[src/pfc_defs.svh]
`ifndef PFC_DEFS_SVH
`define PFC_DEFS_SVH

`define PFC_AW 5
`define PFC_A_CTRL 5'h00
`define PFC_A_PER1 5'h01
`define PFC_A_PER2 5'h02
`define PFC_A_STAT 5'h03
`define PFC_A_MASK 5'h04
`define PFC_A_KEY 5'h05
`define PFC_A_FCLR 5'h06
`define PFC_A_SEVT 5'h07
`define PFC_A_FCL0 5'h08
`define PFC_A_DUTY0 5'h0c
`define PFC_A_TRIG0 5'h10
`define PFC_A_LIVE 5'h14

`define PFC_C_TBEN 0
`define PFC_C_CTR 1
`define PFC_C_SYNCEN 2
`define PFC_C_SEVSEL 3
`define PFC_C_TRGEN 4

`define PFC_F_LIMIT_SOURCE_SEL 14:10
`define PFC_F_LIMIT_POLARITY 9
`define PFC_F_CLEN 8
`define PFC_F_FSRC 7:3
`define PFC_F_FPOL 2
`define PFC_F_FMOD 1:0

`define PFC_FCL_RST 16'h00f8
`define PFC_FCL_WMASK 16'h7fff
`define PFC_PER_RST 16'h03e7
`define PFC_KEY1 16'habcd
`define PFC_KEY2 16'h4321
`define PFC_SRC_SAFETY 5'h1f
`define PFC_SRC_FLT 3'h0
`define PFC_SRC_CMP 3'h2
`define PFC_SAFE_H 1'b0
`define PFC_SAFE_L 1'b0
`define PFC_ST_W 7

`endif

[src/pfc_pkg.sv]
package pfc_pkg;

   typedef enum logic [1:0] {
      PFC_FM_LATCH = 2'h0,
      PFC_FM_CYCLE = 2'h1,
      PFC_FM_RSVD = 2'h2,
      PFC_FM_OFF = 2'h3
   } pfc_fmode_type;

   typedef enum logic [1:0] {
      PFC_UL_LOCKED = 2'h0,
      PFC_UL_KEY1 = 2'h1,
      PFC_UL_OPEN = 2'h3
   } pfc_unlock_type;

endpackage

[src/pfc_timebase.sv]
`timescale 1ns/1ps
`default_nettype none
module pfc_timebase #(
   parameter int DW = 16
) (
   input wire logic clk,
   input wire logic rst,
   input wire logic en,
   input wire logic center,
   input wire logic [DW-1:0] period,
   input wire logic sync_pulse,
   output logic [DW-1:0] cnt,
   output logic start
);
   logic [DW-1:0] cnt_r;
   logic down_r;

   // Center mode counts up to the period and back, so the period must be at least two.
   always_ff @(posedge clk or posedge rst) begin
      if (rst) begin
         cnt_r <= '0;
         down_r <= 1'b0;
      end else if (!en || sync_pulse) begin
         cnt_r <= '0;
         down_r <= 1'b0;
      end else if (!center) begin
         cnt_r <= (cnt_r >= period) ? '0 : cnt_r + 1'b1;
         down_r <= 1'b0;
      end else if (down_r) begin
         cnt_r <= cnt_r - 1'b1;
         down_r <= (cnt_r > DW'(1));
      end else if (cnt_r >= period) begin
         cnt_r <= cnt_r - 1'b1;
         down_r <= 1'b1;
      end else begin
         cnt_r <= cnt_r + 1'b1;
      end
   end

   assign cnt = cnt_r;
   assign start = en & (cnt_r == '0);
endmodule
`default_nettype wire

[src/pfc_gen.sv]
`timescale 1ns/1ps
`default_nettype none
`include "pfc_defs.svh"
module pfc_gen (
   input wire logic clk,
   input wire logic rst,
   input wire logic [15:0] fcl,
   input wire logic [3:0] flt_in,
   input wire logic [3:0] cmp_in,
   input wire logic safety_in,
   input wire logic pwm_en,
   input wire logic pwm_raw,
   input wire logic fault_clr,
   input wire logic cyc_start,
   output logic high_side_out,
   output logic low_side_out,
   output logic fault_act,
   output logic limit_act
);
   function automatic logic src_pick(input logic [4:0] code, input logic [3:0] f,
                                     input logic [3:0] c, input logic s);
      logic v;
      v = 1'b0;
      if (code == `PFC_SRC_SAFETY)
         v = s;
      else if (code[4:2] == `PFC_SRC_FLT)
         v = f[code[1:0]];
      else if (code[4:2] == `PFC_SRC_CMP)
         v = c[code[1:0]];
      return v;
   endfunction

   logic latch_r;
   logic latch_nxt;
   logic high_r;
   logic low_r;
   pfc_pkg::pfc_fmode_type mode;
   wire flt_lvl = src_pick(fcl[`PFC_F_FSRC], flt_in, cmp_in, safety_in) ^ fcl[`PFC_F_FPOL];
   wire lim_lvl = src_pick(fcl[`PFC_F_LIMIT_SOURCE_SEL], flt_in, cmp_in, safety_in) ^ fcl[`PFC_F_LIMIT_POLARITY];
   wire safe = latch_r | limit_act;

   assign mode = pfc_pkg::pfc_fmode_type'(fcl[`PFC_F_FMOD]);
   assign limit_act = fcl[`PFC_F_CLEN] & lim_lvl;

   // An active source re-sets the latch in the same cycle as a clear, so a clear never loses it.
   always_comb begin
      case (mode)
         pfc_pkg::PFC_FM_LATCH: latch_nxt = flt_lvl | (latch_r & ~fault_clr);
         pfc_pkg::PFC_FM_CYCLE: latch_nxt = flt_lvl | (latch_r & ~cyc_start);
         default: latch_nxt = 1'b0;
      endcase
   end

   always_ff @(posedge clk or posedge rst) begin
      if (rst) begin
         latch_r <= 1'b1;
         high_r <= `PFC_SAFE_H;
         low_r <= `PFC_SAFE_L;
      end else begin
         latch_r <= latch_nxt;
         high_r <= safe ? `PFC_SAFE_H : (pwm_en & pwm_raw);
         low_r <= safe ? `PFC_SAFE_L : (pwm_en & ~pwm_raw);
      end
   end

   assign high_side_out = high_r;
   assign low_side_out = low_r;
   assign fault_act = latch_r;
endmodule
`default_nettype wire

[src/pfc_top.sv]
// Operation
// Three generators each drive one high-side and one low-side output, six in all.
// Edges resolve to one clock in both alignments; center mode counts up then down.
// One master counter is compared by every generator so all outputs share its timing.
// An enabled and asserted fault or current limit forces the outputs to the safe state.
// Each generator triggers the converter at a set count, and a special trigger follows either master.
// A sync input restarts the time base and a sync output pulses at each period start.
// Reset holds the outputs safe and leaves the safety fault enabled, latched and set.
// Software holds the safety pin inactive and clears the latched fault before running.
// The fault mode field takes writes whatever the level of the safety input.
// The limit source field picks fault 1-4, comparator 1-4, the safety input, else nothing.
// The limit polarity bit set makes the chosen source active low.
// Current limiting acts only while its enable bit is set.
// Software changes polarity bits only while the time base is stopped.
// With the lock strap high, control words take a write only after the key sequence.
// A latched fault holds the outputs safe until the input is gone and software clears it.
//
// Decided for this implementation: the register addresses and strobed register access.
`timescale 1ns/1ps
`default_nettype none
`include "pfc_defs.svh"
module pfc_top #(
   parameter int NGEN = 3,
   parameter int DW = 16
) (
   input wire logic clk,
   input wire logic rst,
   input wire logic [`PFC_AW-1:0] addr,
   input wire logic [DW-1:0] wdata,
   input wire logic wr,
   input wire logic rd,
   output logic [DW-1:0] rdata,
   input wire logic write_lock_cfg,
   input wire logic [3:0] flt_in,
   input wire logic [3:0] cmp_in,
   input wire logic safety_fault_in,
   input wire logic sync_in,
   output logic [NGEN-1:0] high_side_out,
   output logic [NGEN-1:0] low_side_out,
   output logic [NGEN-1:0] adc_trig,
   output logic special_trig,
   output logic sync_out,
   output logic irq
);
   function automatic logic hit_g(input logic [`PFC_AW-1:0] a,
                                  input logic [`PFC_AW-1:0] base, input int g);
      return a == (base + g[`PFC_AW-1:0]);
   endfunction

   logic [DW-1:0] ctrl_r;
   logic [DW-1:0] per1_r;
   logic [DW-1:0] per2_r;
   logic [DW-1:0] sevt_r;
   logic [`PFC_ST_W-1:0] stat_r;
   logic [`PFC_ST_W-1:0] mask_r;
   logic [DW-1:0] rdata_r;
   logic [DW-1:0] fcl_r [NGEN];
   logic [DW-1:0] duty_r [NGEN];
   logic [DW-1:0] trig_r [NGEN];
   logic [DW-1:0] gen_rd [NGEN];
   logic [NGEN-1:0] adc_r;
   logic [NGEN-1:0] fault_d_r;
   logic [NGEN-1:0] lim_d_r;
   logic [NGEN-1:0] wr_fcl;
   logic [NGEN-1:0] wr_duty;
   logic [NGEN-1:0] wr_trig;
   logic [NGEN-1:0] pwm_raw;
   logic [NGEN-1:0] fault_act;
   logic [NGEN-1:0] lim_act;
   logic [NGEN-1:0] fault_clr;
   logic sync_d_r;
   logic special_r;
   logic sync_out_r;
   logic [DW-1:0] cnt1;
   logic [DW-1:0] cnt2;
   logic tb1_start;
   logic tb2_start;
   logic [DW-1:0] rd_mux;
   logic [DW-1:0] gen_or;
   pfc_pkg::pfc_unlock_type ul_r;
   pfc_pkg::pfc_unlock_type ul_nxt;

   wire wr_ctrl = wr & (addr == `PFC_A_CTRL);
   wire wr_per1 = wr & (addr == `PFC_A_PER1);
   wire wr_per2 = wr & (addr == `PFC_A_PER2);
   wire wr_stat = wr & (addr == `PFC_A_STAT);
   wire wr_mask = wr & (addr == `PFC_A_MASK);
   wire wr_key = wr & (addr == `PFC_A_KEY);
   wire wr_fclr = wr & (addr == `PFC_A_FCLR);
   wire wr_sevt = wr & (addr == `PFC_A_SEVT);

   wire tb_en = ctrl_r[`PFC_C_TBEN];
   wire center = ctrl_r[`PFC_C_CTR];
   wire sync_rise = ctrl_r[`PFC_C_SYNCEN] & sync_in & ~sync_d_r;
   wire [DW-1:0] sev_cnt = ctrl_r[`PFC_C_SEVSEL] ? cnt2 : cnt1;
   wire special_nxt = tb_en & (sev_cnt == sevt_r);
   // Only the control words are guarded; duty, trigger and period stay writable while running.
   wire prot_open = ~write_lock_cfg | (ul_r == pfc_pkg::PFC_UL_OPEN);
   wire [`PFC_ST_W-1:0] st_set = {special_nxt, lim_act & ~lim_d_r, fault_act & ~fault_d_r};
   wire [`PFC_ST_W-1:0] st_clr = wr_stat ? wdata[`PFC_ST_W-1:0] : '0;
   wire [DW-1:0] live_w = DW'({ul_r, lim_act, fault_act});

   assign fault_clr = wr_fclr ? wdata[NGEN-1:0] : '0;

   // Key sequence: first key, then second key, opens one write to a control word.
   always_comb begin
      ul_nxt = ul_r;
      case (ul_r)
         pfc_pkg::PFC_UL_LOCKED: begin
            if (wr_key)
               ul_nxt = (wdata == `PFC_KEY1) ? pfc_pkg::PFC_UL_KEY1 : pfc_pkg::PFC_UL_LOCKED;
         end
         pfc_pkg::PFC_UL_KEY1: begin
            if (wr_key)
               ul_nxt = (wdata == `PFC_KEY2) ? pfc_pkg::PFC_UL_OPEN : pfc_pkg::PFC_UL_LOCKED;
         end
         pfc_pkg::PFC_UL_OPEN: begin
            if (wr_key || (|wr_fcl))
               ul_nxt = pfc_pkg::PFC_UL_LOCKED;
         end
         default: ul_nxt = pfc_pkg::PFC_UL_LOCKED;
      endcase
   end

   always_ff @(posedge clk or posedge rst) begin
      if (rst)
         ul_r <= pfc_pkg::PFC_UL_LOCKED;
      else
         ul_r <= ul_nxt;
   end

   always_ff @(posedge clk or posedge rst) begin
      if (rst) begin
         ctrl_r <= '0;
         per1_r <= `PFC_PER_RST;
         per2_r <= `PFC_PER_RST;
         sevt_r <= '0;
         mask_r <= '0;
      end else begin
         if (wr_ctrl)
            ctrl_r <= wdata;
         if (wr_per1)
            per1_r <= wdata;
         if (wr_per2)
            per2_r <= wdata;
         if (wr_sevt)
            sevt_r <= wdata;
         if (wr_mask)
            mask_r <= wdata[`PFC_ST_W-1:0];
      end
   end

   // Hardware sets win over a same-cycle write-one clear.
   always_ff @(posedge clk or posedge rst) begin
      if (rst) begin
         stat_r <= '0;
         // The latches leave reset set, so the edge register starts high to avoid a false event.
         fault_d_r <= '1;
         lim_d_r <= '0;
      end else begin
         stat_r <= (stat_r & ~st_clr) | st_set;
         fault_d_r <= fault_act;
         lim_d_r <= lim_act;
      end
   end

   assign irq = |(stat_r & mask_r);

   always_ff @(posedge clk or posedge rst) begin
      if (rst) begin
         sync_d_r <= 1'b0;
         special_r <= 1'b0;
         sync_out_r <= 1'b0;
      end else begin
         sync_d_r <= sync_in;
         special_r <= special_nxt;
         sync_out_r <= tb1_start;
      end
   end

   assign special_trig = special_r;
   assign sync_out = sync_out_r;

   pfc_timebase #(
      .DW(DW)
   ) u_tb1 (
      .clk(clk),
      .rst(rst),
      .en(tb_en),
      .center(center),
      .period(per1_r),
      .sync_pulse(sync_rise),
      .cnt(cnt1),
      .start(tb1_start)
   );

   pfc_timebase #(
      .DW(DW)
   ) u_tb2 (
      .clk(clk),
      .rst(rst),
      .en(tb_en),
      .center(center),
      .period(per2_r),
      .sync_pulse(sync_rise),
      .cnt(cnt2),
      .start(tb2_start)
   );

   for (genvar g = 0; g < NGEN; g++) begin : g_gen
      assign wr_fcl[g] = wr & hit_g(addr, `PFC_A_FCL0, g);
      assign wr_duty[g] = wr & hit_g(addr, `PFC_A_DUTY0, g);
      assign wr_trig[g] = wr & hit_g(addr, `PFC_A_TRIG0, g);
      assign pwm_raw[g] = cnt1 < duty_r[g];
      assign gen_rd[g] = hit_g(addr, `PFC_A_FCL0, g) ? fcl_r[g] :
                         hit_g(addr, `PFC_A_DUTY0, g) ? duty_r[g] :
                         hit_g(addr, `PFC_A_TRIG0, g) ? trig_r[g] : '0;

      // The mode field sits in the same word and is never gated by the fault level.
      always_ff @(posedge clk or posedge rst) begin
         if (rst)
            fcl_r[g] <= `PFC_FCL_RST;
         else if (wr_fcl[g] && prot_open)
            fcl_r[g] <= wdata & `PFC_FCL_WMASK;
      end

      always_ff @(posedge clk or posedge rst) begin
         if (rst) begin
            duty_r[g] <= '0;
            trig_r[g] <= '0;
            adc_r[g] <= 1'b0;
         end else begin
            if (wr_duty[g])
               duty_r[g] <= wdata;
            if (wr_trig[g])
               trig_r[g] <= wdata;
            adc_r[g] <= tb_en & ctrl_r[`PFC_C_TRGEN] & (cnt1 == trig_r[g]);
         end
      end

      pfc_gen u_gen (
         .clk(clk),
         .rst(rst),
         .fcl(fcl_r[g]),
         .flt_in(flt_in),
         .cmp_in(cmp_in),
         .safety_in(safety_fault_in),
         .pwm_en(tb_en),
         .pwm_raw(pwm_raw[g]),
         .fault_clr(fault_clr[g]),
         .cyc_start(tb1_start),
         .high_side_out(high_side_out[g]),
         .low_side_out(low_side_out[g]),
         .fault_act(fault_act[g]),
         .limit_act(lim_act[g])
      );
   end

   assign adc_trig = adc_r;

   always_comb begin
      gen_or = '0;
      for (int i = 0; i < NGEN; i++) begin
         gen_or = gen_or | gen_rd[i];
      end
   end

   assign rd_mux = (addr == `PFC_A_CTRL) ? ctrl_r :
                   (addr == `PFC_A_PER1) ? per1_r :
                   (addr == `PFC_A_PER2) ? per2_r :
                   (addr == `PFC_A_STAT) ? DW'(stat_r) :
                   (addr == `PFC_A_MASK) ? DW'(mask_r) :
                   (addr == `PFC_A_SEVT) ? sevt_r :
                   (addr == `PFC_A_LIVE) ? live_w : gen_or;

   // Read data stand in the cycle after each cycle with rd high and are zero otherwise.
   always_ff @(posedge clk or posedge rst) begin
      if (rst)
         rdata_r <= '0;
      else
         rdata_r <= rd ? rd_mux : '0;
   end

   assign rdata = rdata_r;
endmodule
`default_nettype wire

[config.mk]
export PLATFORM = sky130hd
export DESIGN_NAME = pfc_top
export DESIGN_NICKNAME = d
export VERILOG_FILES = /design/src/pfc_pkg.sv /design/src/pfc_timebase.sv /design/src/pfc_gen.sv /design/src/pfc_top.sv
export VERILOG_INCLUDE_DIRS = /design/src
export SDC_FILE = /design/constraint.sdc
export NUM_CORES = 1
export LEC_CHECK = 0
export BUFFER_PORTS_ARGS = -buffer_cell sky130_fd_sc_hd__buf_4
export CORE_MARGIN = 5
export CORE_UTILIZATION = 40
export CTS_CLUSTER_SIZE = 8
export DETAILED_ROUTE_END_ITERATION = 16
export PLACE_DENSITY_LB_ADDON = 0.25
export RECOVER_POWER = 50
export SETUP_SLACK_MARGIN = 0.4
export SYNTH_ARGS = -nofsm -noshare
export SYNTH_HDL_FRONTEND = slang
export SYNTH_SLANG_ARGS = --single-unit
[constraint.sdc]
create_clock -name clk -period 14 [get_ports clk]
set_input_delay 3.5 -clock clk [delete_from_list [all_inputs] [get_ports clk]]
set_output_delay 3.5 -clock clk [all_outputs]
set_load 0.005 [all_outputs]
# Yosys cells after proc, flatten, opt, wreduce, memory -nomap -nowiden
# Index checks and enable logic that the tools add are counted.
# word_totals
ff_bits	292
in_bits	36
output_inout_bits	28
elab_cells	289
# classes
n_addsub	4
order_cmp	13
n_eq_ne	43
n_mux	95
bitwise	75
n_reduce_logical	21
# ops
operator	n
$mux 16	28
$eq 16x16->1	4
$eq 5x5->1 const B	10
$lt 16x16->1	3
$mux 1	45
$and 1x1->1	40
$add 16x1->16 const B	2
$ge 16x16->1	2
$gt 16x1->1 const B	2
$or 16x16->16	2
$sub 16x1->16 const B	2
$eq 5x4->1 const B	6
$bmux 1 s2	12
$eq 5x3->1 const B	4
$eq 3x2->1 const B	6
$logic_not 3->1	6
$lt 2x3->1 const B	6
$eq 16x15->1 const B	1
$eq 16x16->1 const B	1
$logic_not 16->1	1
$and 7x7->7	2
$eq 5x2->1 const B	2
$or 1x1->1	10
$not 1->1	9
other kinds (23)	45

# Logic depth before layout (Yosys ltp)
# logic_depth
word_depth	15
mapped_depth	11
depth_no_buf	8

# By module
# From an unflattened synthesis, not the netlist that was laid out.
# unflattened
hier_cells	1731
hier_area_um2	18391.4
# modules_own_cells
module	n_inst	cells_per_inst	area_per_inst_um2	seq_area_each_um2
pfc_top	1	1195	13739.4	6273.5
pfc_timebase	2	208	1759.2	425.4
pfc_gen	3	40	377.9	76.3

# Least setup slack after synthesis
# No wires, ideal clock.
# synth_timing
path_type	in2reg
startpoint	in addr[1]
endpoint	reg fcl_r[0] (netlist name)
setup_time_ns	0.125
arrival_time_ns	5.058
required_time_ns	13.875
slack_ns	8.818
stages	7
path_buffers	3
cell_sequence	buf_2 -> nand2b_1 -> nor3b_1 -> and4_1 -> clkbuf_1 -> buf_4 -> mux2_2
# synth_between
elab_chain_cells	3
# synth_rtl
item	line	rtl
start: declaration	pfc_top.sv:28	input wire logic [`PFC_AW-1:0] addr,
$eq 5x4->1	pfc_top.sv:47	return a == (base + g[`PFC_AW-1:0]);
$and 1x1->1	pfc_top.sv:211	assign wr_fcl[g] = wr & hit_g(addr, `PFC_A_FCL0, g);
$logic_and 1x1->1	pfc_top.sv:223	else if (wr_fcl[g] && prot_open)
end signal: indexed assignment	pfc_top.sv:222	fcl_r[g] <= `PFC_FCL_RST;
end signal: indexed assignment	pfc_top.sv:224	fcl_r[g] <= wdata & `PFC_FCL_WMASK;
end: declaration	pfc_top.sv:57	logic [DW-1:0] fcl_r [NGEN];
# Every way passes these cells.
# A chain may end at the register's enable or synchronous reset.

==> results_dict.tcl <==
set metrics [dict create \
    fillers 4060 \
    finalSetupTns_ns 0 \
    synth_nets 1801 \
    drtIter0Drc 1326 \
    first_pass_iters 5 \
    avgSynthCellArea_um2 10.4 \
    place_area_um2 18300 \
    synth_xor_area_frac 0.0392 \
    cts_setup_buffers 0 \
    hold_class "reg -> reg" \
    cts_sinks 292 \
    clockRootBuffer "clkbuf_16" \
    start_util 0.405 \
    core-area_um2 43100 \
    numCtsBuffers 42 \
    ys_seq_area_frac 0.421 \
    critPathKind "in -> async" \
    die_h_um 219 \
    synth_top_family_by_area "multiplexers" \
    antenna_cells 0 \
    rsz0062_at_grt "no" \
    end_kind "async pin" \
    grt_pass1_vias 13966 \
    maxSlewHeadroom -2.34 \
    cts_resized 0 \
    nNetsFinal 1805 \
    cts_tree "built" \
    crit_path_cell_trace "clkbuf_4 -> clkinvlp_2 -> buf_12" \
    pre_cts_slack_ns 7.84 \
    critical_path.max_fanout 183 \
    die-area_um2 47900 \
    via_per_inst 6.10 \
    synth_compound_area_frac 0.140 \
    ys_types 88 \
    start_kind "primary input" \
    io_pins 64 \
    max_stage_delay_ns 2.73 \
    worstMarginPinSlew_ns 4.98 \
    synthSimpleGateAreaFrac 0.138 \
    antenna_found_initial 1 \
    ir_drop_v 0.0000974 \
    ff2ff_path_depth 9 \
    power_density_nw_per_um2 162 \
    hold_depth 1 \
    synth_top_area_frac 0.366 \
    synth.area.top_cells "dfrtp_1 37%, mux2_2 11%, ha_1 6.0%" \
    period_needed_ns 6.88 \
    drc 0 \
    fin_skew_ns 0.0184 \
    arrival_ns 7.34 \
    areaGrowthSynthToFinish_pct 11.5 \
    finalSetupViolCount 0 \
    syn_area_um2 17400 \
    routedWlPerCell_um 26.2 \
    finalHoldViolations 0 \
    drive_gt1_frac 0.213 \
    hpwl_um 42400 \
    required_ns 14.46 \
    synth_cells 1681 \
    reg.largest.list "duty_r (48), trig_r (48), fcl_r (45)" \
    gp_congestion 0.965 \
    failed_checks "max-capacitance violations, max-slew violations" \
    track_usage 0.251 \
    synth_top_area_cell "dfrtp_1" \
    clockBufferDepth 3 \
    timing.final.crit_share 0.491 \
    ys_warn_count 0 \
    clock_latency_ns 0.57 \
    max_freq_mhz 145 \
    clkTransAtPathRegs_ns 0.05 \
    cpLargestDelayFamily "buffers and inverters" \
    grt_pass1_wl_um 91100 \
    path_buf_inv 3 \
    wl_um 60300 \
    vias 14043 \
    finalMaxSlewViolations 110 \
    antenna_left 0 \
    holdBufCountCts 0 \
    fin_ws_ns 7.12 \
    path_depth 3 \
    yosys-mux-area-fraction 0.147 \
    die_w_um 219 \
    synth_edf_count 0 \
    status "finished, violations left" \
    portBuffers 63 \
    synth_fa_ha_area_frac 0.0602 \
    grt_max_degree 184 \
    cts_htree_levels 2 \
    ys.flop_type "dfrtp_1" \
    cp_slowest_cell "clkinvlp_2" \
    gr-total-overflow 0 \
    p_leak_nw 8.68 \
    async_reset_ff_frac 1.00 \
    row_count 76 \
    finalInstanceArea_um2 19500 \
    synth-seq-cells 292 \
    drv_cap 1 \
]
==> cell families after synthesis <==
group,count (synthesis)
xor+xnor,78
simple gates,431
compound gates,349
flops,292
mux,219
buf+inv,228
fa+ha+maj,84
==> per-stage QoR <==
| stage | power, mW | hold WS, ns | cells | utilization |
|---|---|---|---|---|
| 2_1_floorplan | 1.84 | 0.366 | 1681 | - |
| 3_5_place_dp | 2.18 | 0.383 | 2226 | 0.424 |
| 6_report | 3.15 | 0.411 | 2304 | 0.452 |
| 3_3_place_gp | 2.15 | 0.382 | 2226 | 0.424 |
| 4_1_cts | 3.15 | 0.395 | 2304 | 0.453 |
| 5_1_grt | 3.31 | 0.431 | 2304 | 0.452 |
==> per-layer routing <==
layer,global-route usage,share of wire
met5,0,0
met4,0.0860,0.034
met3,0.0494,0.077
met2,0.404,0.47
met1,0.341,0.42
==> layout by cell type (no fill, tap or decap), types with 34 or more instances in the layout <==
cell type  synthesis  layout
buf_4             10      50
a22oi_1           46      46
nand2_1          114     114
dfrtp_1          255     255
xor2_1            65      65
mux2_2           168     168
o21ai_0           67      67
clkbuf_1          76      38
dfstp_2           37      34
inv_1            105     104
nand3_1           52      52
clkbuf_16          0      42
ha_1              84      84
nor2_1            47      46
a21oi_1           50      50
nor3_1            37      37
==> power breakdown <==
part           internal, mW  switching [mW]  total, mW
registers              1.02           0.216       1.23
clock network         0.569           0.393      0.962
logic                 0.394           0.562      0.956
total                  1.98            1.17       3.15
==> worst paths after layout <==
path                                                          to  slack, ns              startpoint
max                                        fcl_r[33]$_DFFE_PP0P_       7.12                     rst
min                                          stat_r[5]$_DFF_PP0_       0.41    lim_d_r[2]$_DFF_PP0_
max reg2reg                              u_tb1.cnt[15]$_DFF_PP0_      10.71  u_tb1.cnt[0]$_DFF_PP0_
min reg2reg                                  stat_r[5]$_DFF_PP0_       0.41    lim_d_r[2]$_DFF_PP0_
max in group clk                          trig_r[24]$_DFFE_PP0P_       7.37                 addr[0]
min in group asynchronous  g_gen[1].u_gen.low_side_out$_DFF_PP0_       4.45                     rst
==> area by class of cell <==
class	instances	area, µm²	area share
clock buffer	75	1180	0.0609
clock inverter	3	33.8	0.00174
sequential	292	7350	0.378
tap	585	732	0.0376
timing repair buffer	82	606	0.0311
inverter	106	399	0.0205
multi-input combinational	1161	9150	0.470
==> worst reg2reg max path, stage by stage, from the launching register on <==
cell	delay, ns
dfrtp_1	0.32
buf_4	0.29
inv_1	0.22
ha_1	0.31
nand2b_1	0.14
a31oi_1	0.22
o211ai_2	0.25
a2111o_1	0.85
a221oi_1	0.45
a211oi_1	0.10
==> synthesized netlist by cell type (6+ instances only) <==
library cell and n:
nand2b_1 17, a31oi_1 29, mux2_2 168, a21oi_1 50, mux4_2 12, xor2_1 65
buf_4 10, ha_1 84, nor3b_1 9, nand2_1 114, o22ai_1 7, a222oi_1 9
mux2i_1 25, dfstp_2 37, o21ai_0 67, nor4_1 23, a221oi_1 25, nor2_1 47
a22oi_1 46, clkbuf_1 76, a32oi_1 25, nand3b_1 18, inv_1 105, nand4_1 31
a211oi_1 12, a22o_1 6, nor3_1 37, nand3_1 52, xnor2_1 13, nor2b_1 6
buf_2 31, mux2_1 14, dfrtp_1 255, o211ai_1 11, and4_1 12, and2_1 6
a21o_1 17, and3_1 9
Note: power is estimated with default switching activity, not from simulation.
